$ cat src/tefl_pkg.sv
// tefl_pkg: register offsets, field positions and reset values of the timer event flag block
// assumes: nothing; shared by the flag block, its checker and its bench
package tefl_pkg;

  // ----------------------------------------------------------------
  // register map (word offsets on the plain register port)
  // ----------------------------------------------------------------
  localparam logic [3:0]  ADDR_FLAGS   = 4'h0;
  localparam logic [3:0]  ADDR_CONTROL = 4'h1;
  localparam logic [3:0]  ADDR_MASK    = 4'h2;
  localparam logic [3:0]  ADDR_STATUS  = 4'h3;
  localparam logic [3:0]  ADDR_CAPTURE = 4'h4;
  localparam logic [3:0]  ADDR_SWGEN   = 4'h5;

  // ----------------------------------------------------------------
  // flag register field positions
  // ----------------------------------------------------------------
  localparam int BIT_UPDATE      = 0;
  localparam int BIT_CH1         = 1;
  localparam int BIT_CH2         = 2;
  localparam int BIT_CH3         = 3;
  localparam int BIT_COMMUTATION = 5;
  localparam int BIT_TRIGGER     = 6;
  localparam int BIT_BRAKE       = 7;
  localparam int BIT_CH1_OVER    = 9;
  localparam int NUM_FLAGS       = 10;
  localparam logic [9:0] FLAG_IMPLEMENTED = 10'h2EF;
  localparam logic [9:0] FLAG_RESET       = 10'h000;

  // ----------------------------------------------------------------
  // control register field positions
  // ----------------------------------------------------------------
  localparam int CTL_UPDATE_DISABLE = 0;
  localparam int CTL_UPDATE_SOURCE  = 1;
  localparam int CTL_CH1_INPUT      = 2;
  localparam int CTL_CENTRE_ALIGNED = 3;
  localparam int CTL_GATED_MODE     = 4;
  localparam int CTL_BRAKE_POLARITY = 5;
  localparam logic [5:0] CONTROL_RESET = 6'h00;

  // software generation register: bit 0 is update_generate
  localparam int GEN_UPDATE = 0;

  // interrupt status/mask events
  localparam int NUM_EVENTS  = 8;
  localparam logic [7:0] MASK_RESET = 8'h00;

endpackage : tefl_pkg
$ cat src/tefl_edge_detect.sv
// tefl_edge_detect: rising and falling edge pulses of a level input
// assumes: input synchronous to clock
`timescale 1ns/1ps
module tefl_edge_detect (
  input  wire logic clock,
  input  wire logic rst,
  input  wire logic level,
  output logic      rise,
  output logic      fall
);

  typedef struct packed {
    logic last_q;
  } tefl_edge_state_type;

  tefl_edge_state_type state_q;
  tefl_edge_state_type state_d;

  always_comb begin
    state_d        = state_q;
    state_d.last_q = level;
  end

  always_ff @(posedge clock) begin
    if (rst) begin
      state_q <= '0;
    end else begin
      state_q <= state_d;
    end
  end

  assign rise = level && !state_q.last_q;
  assign fall = !level && state_q.last_q;

endmodule : tefl_edge_detect

$ cat src/tefl_event_flags.sv
// tefl_event_flags: interrupt status flags of an advanced control timer
// assumes: counter core supplies one-cycle event pulses and the compare match level,
// software uses the plain register port with read data one cycle after the strobe
`timescale 1ns/1ps
module tefl_event_flags (
  input  wire logic        clock,
  input  wire logic        rst,
  input  wire logic [3:0]  reg_addr,
  input  wire logic [15:0] reg_wdata,
  input  wire logic        reg_write,
  input  wire logic        reg_read,
  output logic      [15:0] reg_rdata,
  output logic             irq,
  input  wire logic        repetition_wrap,
  input  wire logic        software_reinit,
  input  wire logic        trigger_reinit,
  input  wire logic        trigger_input,
  input  wire logic        trigger_edge_valid,
  input  wire logic        commutation_event,
  input  wire logic        brake_input,
  input  wire logic        ch1_compare_match,
  input  wire logic        ch1_capture,
  input  wire logic [15:0] counter_value,
  input  wire logic        ch2_event,
  input  wire logic        ch3_event,
  output logic             update_event,
  output logic             capture_read
);

  // ----------------------------------------------------------------
  // state
  // ----------------------------------------------------------------
  typedef struct packed {
    logic [5:0]  control_q;
    logic [7:0]  mask_q;
    logic [7:0]  status_q;
    logic [15:0] capture_q;
    logic [15:0] rdata_q;
    logic        irq_q;
    logic        update_q;
    logic        cap_read_q;
    logic        brake_last_q;
  } tefl_state_type;

  tefl_state_type state_q;
  tefl_state_type state_d;

  logic [9:0]  flags;
  logic [9:0]  set_vec;
  logic [9:0]  clr_vec;
  logic [7:0]  ev_vec;
  logic        flag_write;
  logic        trig_rise;
  logic        trig_fall;
  logic        trig_event;
  logic        upd_gen;
  logic        upd_ev;
  logic        brake_active;
  logic        brake_event;
  logic        ch1_input;
  logic        cap_reg_read;

  // ----------------------------------------------------------------
  // event decode
  // ----------------------------------------------------------------
  tefl_edge_detect u_trig_edge (
    .clock (clock),
    .rst   (rst),
    .level (trigger_input),
    .rise  (trig_rise),
    .fall  (trig_fall)
  );

  assign flag_write   = reg_write && (reg_addr == tefl_pkg::ADDR_FLAGS);
  assign ch1_input    = state_q.control_q[tefl_pkg::CTL_CH1_INPUT];
  assign cap_reg_read = reg_read && (reg_addr == tefl_pkg::ADDR_CAPTURE);
  assign upd_gen      = reg_write && (reg_addr == tefl_pkg::ADDR_SWGEN)
                        && reg_wdata[tefl_pkg::GEN_UPDATE];

  // gated mode counts both edges, otherwise the core qualifies the edge
  assign trig_event = state_q.control_q[tefl_pkg::CTL_GATED_MODE] ?
                      (trig_rise || trig_fall) : trigger_edge_valid;

  // brake level is compared to the configured polarity, flag set on entry
  assign brake_active = brake_input == state_q.control_q[tefl_pkg::CTL_BRAKE_POLARITY];
  assign brake_event  = brake_active && !state_q.brake_last_q;

  always_comb begin
    upd_ev = 1'b0;
    if (!state_q.control_q[tefl_pkg::CTL_UPDATE_DISABLE]) begin
      if (repetition_wrap) begin
        upd_ev = 1'b1;
      end
      if (!state_q.control_q[tefl_pkg::CTL_UPDATE_SOURCE]) begin
        if (upd_gen || software_reinit) begin
          upd_ev = 1'b1;
        end
        if (trigger_reinit) begin
          upd_ev = 1'b1;
        end
      end
    end
  end

  // ----------------------------------------------------------------
  // flag set and clear vectors
  // ----------------------------------------------------------------
  always_comb begin
    set_vec = '0;
    clr_vec = '0;
    set_vec[tefl_pkg::BIT_UPDATE]      = upd_ev;
    set_vec[tefl_pkg::BIT_CH1]         = ch1_input ? ch1_capture
      : (ch1_compare_match && !state_q.control_q[tefl_pkg::CTL_CENTRE_ALIGNED]);
    set_vec[tefl_pkg::BIT_CH2]         = ch2_event;
    set_vec[tefl_pkg::BIT_CH3]         = ch3_event;
    set_vec[tefl_pkg::BIT_COMMUTATION] = commutation_event;
    set_vec[tefl_pkg::BIT_TRIGGER]     = trig_event;
    set_vec[tefl_pkg::BIT_BRAKE]       = brake_event;
    set_vec[tefl_pkg::BIT_CH1_OVER]    = ch1_input && ch1_capture
                                         && flags[tefl_pkg::BIT_CH1];
    clr_vec[tefl_pkg::BIT_CH1]         = ch1_input && cap_reg_read;
  end

  genvar gi;
  generate
    for (gi = 0; gi < tefl_pkg::NUM_FLAGS; gi++) begin : g_flag
      if (tefl_pkg::FLAG_IMPLEMENTED[gi]) begin : g_impl
        // a written one is ignored, a written zero clears; bit 1 is also cleared by a capture read in input mode
        tefl_flag_bit u_bit (
          .clock       (clock),
          .rst         (rst),
          .set_event   (set_vec[gi]),
          .write_en    (flag_write),
          .write_bit   (reg_wdata[gi]),
          .clear_event (clr_vec[gi]),
          .flag        (flags[gi])
        );
      end else begin : g_resv
        assign flags[gi] = 1'b0;
      end
    end
  endgenerate

  // interrupt events follow the low eight flag positions, bit 4 is unused
  assign ev_vec = set_vec[7:0] & tefl_pkg::FLAG_IMPLEMENTED[7:0];

  // ----------------------------------------------------------------
  // registers, interrupt and read path
  // ----------------------------------------------------------------
  always_comb begin
    state_d              = state_q;
    state_d.update_q     = upd_ev;
    state_d.cap_read_q   = cap_reg_read;
    state_d.brake_last_q = brake_active;
    if (ch1_input && ch1_capture) begin
      state_d.capture_q = counter_value;
    end
    if (reg_write && reg_addr == tefl_pkg::ADDR_CONTROL) begin
      state_d.control_q = reg_wdata[5:0];
    end
    if (reg_write && reg_addr == tefl_pkg::ADDR_MASK) begin
      state_d.mask_q = reg_wdata[7:0];
    end
    state_d.rdata_q = 16'h0000;
    if (reg_read) begin
      case (reg_addr)
        tefl_pkg::ADDR_FLAGS:   state_d.rdata_q = {6'h00, flags};
        tefl_pkg::ADDR_CONTROL: state_d.rdata_q = {10'h000, state_q.control_q};
        tefl_pkg::ADDR_MASK:    state_d.rdata_q = {8'h00, state_q.mask_q};
        tefl_pkg::ADDR_STATUS:  state_d.rdata_q = {8'h00, state_q.status_q};
        tefl_pkg::ADDR_CAPTURE: state_d.rdata_q = state_q.capture_q;
        default:                state_d.rdata_q = 16'h0000;
      endcase
    end
    // reading status clears it, a fresh event in the same cycle survives
    if (reg_read && reg_addr == tefl_pkg::ADDR_STATUS) begin
      state_d.status_q = 8'h00;
    end
    state_d.status_q = state_d.status_q | ev_vec;
    state_d.irq_q    = |(state_d.status_q & state_d.mask_q);
  end

  always_ff @(posedge clock) begin
    if (rst) begin
      state_q           <= '0;
      state_q.control_q <= tefl_pkg::CONTROL_RESET;
      state_q.mask_q    <= tefl_pkg::MASK_RESET;
    end else begin
      state_q <= state_d;
    end
  end

  assign reg_rdata    = state_q.rdata_q;
  assign irq          = state_q.irq_q;
  assign update_event = state_q.update_q;
  assign capture_read = state_q.cap_read_q;

endmodule : tefl_event_flags

$ cat src/tefl_flag_bit.sv
// tefl_flag_bit: one sticky flag, set by hardware, cleared by writing zero or by a clear pulse
// assumes: single clock, synchronous active-high reset
`timescale 1ns/1ps
module tefl_flag_bit (
  input  wire logic clock,
  input  wire logic rst,
  input  wire logic set_event,
  input  wire logic write_en,
  input  wire logic write_bit,
  input  wire logic clear_event,
  output logic      flag
);

  typedef struct packed {
    logic flag_q;
  } tefl_bit_state_type;

  tefl_bit_state_type state_q;
  tefl_bit_state_type state_d;

  always_comb begin
    state_d = state_q;
    if ((write_en && !write_bit) || clear_event) begin
      state_d.flag_q = 1'b0;
    end
    // a set arriving with the clear wins so no event is lost
    if (set_event) begin
      state_d.flag_q = 1'b1;
    end
  end

  always_ff @(posedge clock) begin
    if (rst) begin
      state_q <= '0;
    end else begin
      state_q <= state_d;
    end
  end

  assign flag = state_q.flag_q;

endmodule : tefl_flag_bit

$ cat config.mk
export PLATFORM = sky130hd
export DESIGN_NAME = tefl_event_flags
export DESIGN_NICKNAME = d
export VERILOG_FILES = /design/src/tefl_pkg.sv /design/src/tefl_edge_detect.sv /design/src/tefl_event_flags.sv /design/src/tefl_flag_bit.sv
export SDC_FILE = /design/constraint.sdc
export NUM_CORES = 1
export LEC_CHECK = 0
export BUFFER_PORTS_ARGS = -buffer_cell sky130_fd_sc_hd__buf_2
export CAP_MARGIN = 0
export CORE_ASPECT_RATIO = 1.5
export CORE_MARGIN = 1
export CORE_UTILIZATION = 52
export DETAILED_ROUTE_END_ITERATION = 6
export PLACE_DENSITY = 0.81
export SLEW_MARGIN = 15
export SYNTH_ARGS = -nofsm -noshare
export SYNTH_HDL_FRONTEND = slang
export SYNTH_HIERARCHICAL = 1
export SYNTH_SLANG_ARGS = --single-unit
$ cat constraint.sdc
create_clock -name clock -period 2.1 [get_ports clock]
set_clock_uncertainty 0.2 [all_clocks]
set_input_delay 0 -clock clock [delete_from_list [all_inputs] [get_ports clock]]
set_output_delay 0 -clock clock [all_outputs]
set_load 0.05 [all_outputs]
* Word-level counts from Yosys, hierarchy flattened
Index checks and enable logic that the tools add are counted. W data, S select, Z words.
Word-level totals: output and inout bits 19, bits in registers 67, input bits 51
Operators by class: mux-type cells 26, bitwise logic cells 3, eq/ne operators 6, reduce and logical (&&, ||, !) cells 48
Operator list (number):
- $pmux W16 S5 | 1
- $mux W1 | 23
- $logic_and A1 B1 Y1 | 22
- $mux W8 | 2
- $reduce_bool A2 Y1 | 8
- $logic_not A1 Y1 | 12
- $and A8 B8 Y8 | 1
- $eq A4 B2 Y1 const B | 2
- $eq A4 B3 Y1 const B | 2
- $or A8 B8 Y8 | 1
- $reduce_or A8 Y1 | 1
- $eq A4 B1 Y1 const B | 1
- $logic_not A4 Y1 | 1
- $logic_or A1 B1 Y1 | 3
- $reduce_or A2 Y1 | 1
- $eq A1 B1 Y1 | 1
- $not A1 Y1 | 1

* Depth between registers and ports, before layout
depth after elaboration 11, mapped depth 7

* Hierarchy
The synthesis kept the hierarchy.
Modules (own cells, without submodules):
- tefl_event_flags | instances 1, cells an instance 272, area each 2401.1 µm²
- tefl_flag_bit | instances 8, cells an instance 5, area each 40.0 µm²
- tefl_edge_detect | instances 1, cells an instance 4, area each 38.8 µm²

* Worst setup path before layout
Ideal clock, no wire load.
path type input to register, start input port reg_addr[3], end register g_flag[1].g_impl.u_bit.state_q, stages 7, data arrival time 1.338 ns, setup time 0.115 ns, path slack 0.447 ns, cell sequence buf_6 -> nor4b_2 -> clkbuf_2 -> and3_2 -> inv_1 -> a31oi_1 -> nor2_1
On the way: longest elaborated chain between the ends 5, elaborated cells between the ends (all ways) 8
RTL lines:
- start, declared | line tefl_event_flags.sv:8 | input wire logic [3:0] reg_addr,
- $eq A4 B3 Y1 | line tefl_event_flags.sv:76 | assign cap_reg_read = reg_read && (reg_addr == tefl_pkg::ADDR_CAPTURE);
- $logic_and A1 B1 Y1 | line tefl_event_flags.sv:76
- $logic_and A1 B1 Y1 | line tefl_event_flags.sv:121 | clr_vec[tefl_pkg::BIT_CH1] = ch1_input && cap_reg_read;
- named net clr_vec[1] | line tefl_event_flags.sv:50 | logic [9:0] clr_vec;
- $logic_or A1 B1 Y1 | line tefl_flag_bit.sv:23 | if ((write_en && !write_bit) || clear_event) begin
- $reduce_bool A2 Y1 (no line)
- end signal, assigned | line tefl_flag_bit.sv:36 | state_q <= state_d;
- end, declared | line tefl_flag_bit.sv:18 | tefl_bit_state_type state_q;
The timed path passes the listed nets, and every way through them passes these cells. A chain may end at the register's enable or synchronous reset.

* Worst setup path after layout
start input port reg_write, end register g_flag[3].g_impl.u_bit.state_q
On the way: longest elaborated chain between the ends 3
RTL lines:
- start, declared | line tefl_event_flags.sv:10 | input wire logic reg_write,
- $logic_and A1 B1 Y1 | line tefl_event_flags.sv:74 | assign flag_write = reg_write && (reg_addr == tefl_pkg::ADDR_FLAGS);
- named net flag_write | line tefl_event_flags.sv:52 | logic flag_write;
- $logic_and A1 B1 Y1 | line tefl_flag_bit.sv:23
- $reduce_bool A2 Y1 (no line)
- end signal, assigned | line tefl_flag_bit.sv:36
- end, declared | line tefl_flag_bit.sv:18
The timed path passes the listed nets, and every way through them passes these cells.

==> summary.md <==
| Metric | Value |
|---|---|
| Status | completed |
| Largest net degree at the start of global routing | 51 |
| Final setup TNS | 0 ns |
| Drt wl/cell | 14.19 um |
| Die height | 91.23 um |
| NumNets Final | 464 |
| Worst setup EP type | flop |
| GR Overflow Total | 0 |
| Starting Density | 0.5386 |
| Top_reg_cell synth | dfxtp_1 |
| Minimum clock period after layout | 1.964 ns |
| Required time of the worst setup path | 2.11 ns |
| Commonest non-fill, non-tap cell in the layout | dfxtp_1 |
| Sequential-to-total area share from yosys stat | 0.4859 |
| Post CTS Setup Buffer Count | 0 |
| Fillers | 399 |
| Crit Path Class | in2reg |
| Deepest clock path buffer count | 2 |
| Max cap viols | 0 |
| Period utilisation layout | 0.9351 |
| Startpoint Class | input pin |
| Vias in the first global route | 2488 |
| Root buf cell | clkbuf_8 |
| # DRC | 0 |
| Drt initial violations | 194 |
| CTS buffer count | 9 |
| Clock tree sinks | 67 |
| Clock Latency Late Sink | 0.34 ns |
| Layout area overhead | 33.14% |
| Crit-path max FO | 16 |
| Std-Cell Rows | 32 |
| Syn Area/Cell | 8.735 um^2 |
| Routed wire length | 6898 um |
| First-pass GRT wire length | 11430 um |
| Yosys cell types | 42 |
| IO buf count | 62 |
| Initial antenna violation count | 0 |
| Die area | 5609 um^2 |
| FMAX | 509.2 MHz |
| Worst hold slack | 0.02070 ns |
| Unrepaired setup endpoints after global routing | false |
| Post-Synthesis Cells | 316 |
| Main combinational cell family by area after synthesis | simple AND/OR/NAND/NOR gates |
| Compound-Gate Fraction of Synth Area | 0.1908 |
| HP Class | in2reg |
| Leakage | 1.484 nW |
| Final Max Tran Viols | 0 |
| Routed Antenna Nets | 0 |
| XOR/XNOR Fraction of Synth Area | 0.003173 |
| # IOs | 70 |
| DP Area | 3052 um^2 |
| Adder and majority gate portion of the synthesized area | 0 |
| Synth Area in Simple Gates | 0.2244 |
| Worst slew pin tran | 0.5786 ns |
| Gpl congestion | 0.9004 |
| Most frequent cells in the layout | dfxtp_1, buf_2, nand2_1, dlygate4sd3_1, a21oi_1 |
| Detail Placement HPWL | 4453 um |
| EDFF count, synth | 0 |
| Pwr/cell area | 716.2 nW/um^2 |
| Total GRT Usage | 0.2734 |
| Post-synthesis mux area share | 0.01088 |
| Final setup vio count | 0 |
| Clock Pin Slew Worst Setup and Hold Paths | 0.07 ns |
| WP data arrival | 1.98 ns |
| DR vias/cell | 5.249 |
| Area of the core | 5125 um^2 |
| Max transition margin | 0.6133 |
| Vias | 2551 |
| Depth of the CTS H-tree | 3 |
| Final hold viol count | 0 |
| Yosys warning count | 6 |
| Maximum VDD drop | 0.4539 mV |
| Post-Layout Inst Area | 3675 um^2 |
| Mapped Area | 2760 um^2 |
| ANT cells | 0 |
| CTS tree | done |
| Synthesis-stage register bit count | 67 |
| Layout cells sized above 1 | 0.2512 |
| Ys async rst share | 0 |
| Chip width | 61.49 um |
| Iteration count of the initial detailed-routing pass | 5 |
[critical path: stages]
cell and delay [ns]:
dlygate4sd3_1 0.52, buf_2 0.28, and2_2 0.34, nand2b_1 0.08, a31oi_1 0.15, dlygate4sd3_1 0.56
nor2_1 0.04
[cells in the mapped netlist (all sizes together) (2+ instances only)]
master	instances	area (um^2)
a21boi	4	30.03
a21oi	40	200.2
a222oi	8	80.08
a22oi	6	45.04
a31oi	9	56.30
and2	4	26.28
and3	9	66.32
and4bb	2	25.02
buf	20	146.4
clkbuf	12	46.29
dfxtp	67	1341
inv	10	37.54
mux2i	3	30.03
nand2	45	168.9
nand2b	8	50.05
nand3	11	55.05
nor2	28	105.1
nor2b	5	31.28
nor4b	3	47.54
o21ai	8	43.79
o2bb2ai	2	17.52
[per-stage QoR]
step	instances	utilization	total power (W)	setup WS [ns]
2_1_floorplan	322	-	0.001446	0.4467
3_3_place_gp	428	0.5955	0.001526	0.3131
5_1_grt	486	0.7170	0.002737	0.02663
3_5_place_dp	428	0.5955	0.001530	0.2868
6_report	486	0.7170	0.002632	0.1363
4_1_cts	486	0.7168	0.002639	0.02959
[worst paths after layout]
| kind | startpoint | endpoint | slack [ns] | depth (start not counted) |
|---|---|---|---|---|
| worst min register to register | state_q[32] | state_q[32] | 0.25 | 2 |
| worst min-delay path | reg_addr[0] | reg_rdata[6] | 0.02 | 5 |
| worst max-delay path | reg_write | g_flag[3].g_impl.u_bit/flag | 0.14 | 7 |
| worst max register to register | ch1_input | g_flag[1].g_impl.u_bit/flag | 0.29 | 5 |
[cells by family after synthesis]
family                    Yosys count
buffers and inverters              42
xor gates and xnor gates            1
DFF                                67
and+or+nand+nor                   119
AOI/OAI and AO/OA                  83
other                               1
muxes                               3
[flip-flops by register name (all words and copies together) (netlist names)]
name                      flops
state_q                      38
reg_rdata                    16
g_flag.g_impl.u_bit/flag      8
capture_read                  1
ch1_input                     1
irq                           1
u_trig_edge/state_q           1
update_event                  1
[metal layers]
layer	track usage	routed length, um
met1	0.3196	2734
met2	0.4543	3580
met3	0.06125	407
met4	0.1259	176
met5	0	0
[final cells by class]
| type | count | area [um^2] | area share |
|---|---|---|---|
| sequential | 67 | 1341 | 0.3650 |
| multi-input combinational | 213 | 1219 | 0.3316 |
| timing repair buffer | 112 | 790.8 | 0.2152 |
| clock buffer | 10 | 137.6 | 0.03745 |
| tap | 68 | 85.08 | 0.02315 |
| clock inverter | 6 | 63.81 | 0.01736 |
| inverter | 10 | 37.54 | 0.01021 |
[power breakdown]
| group | leakage [nW] | internal, W | switching (W) |
|---|---|---|---|
| sequential | 0.545 | 0.00130 | 0.0000163 |
| clock | 0.0987 | 0.000579 | 0.000488 |
| combinational | 0.840 | 0.000125 | 0.000124 |
| total | 1.48 | 0.00200 | 0.000628 |
[repair_timing]
action / 4_1_cts / 5_1_grt
hold endpoints to repair: 57 / 0
hold buffers: 42 / 0
resized for setup: 0 / 1
endpoints found under the setup margin: 0 / 2
No activity file was read; power rests on OpenSTA's default activity.
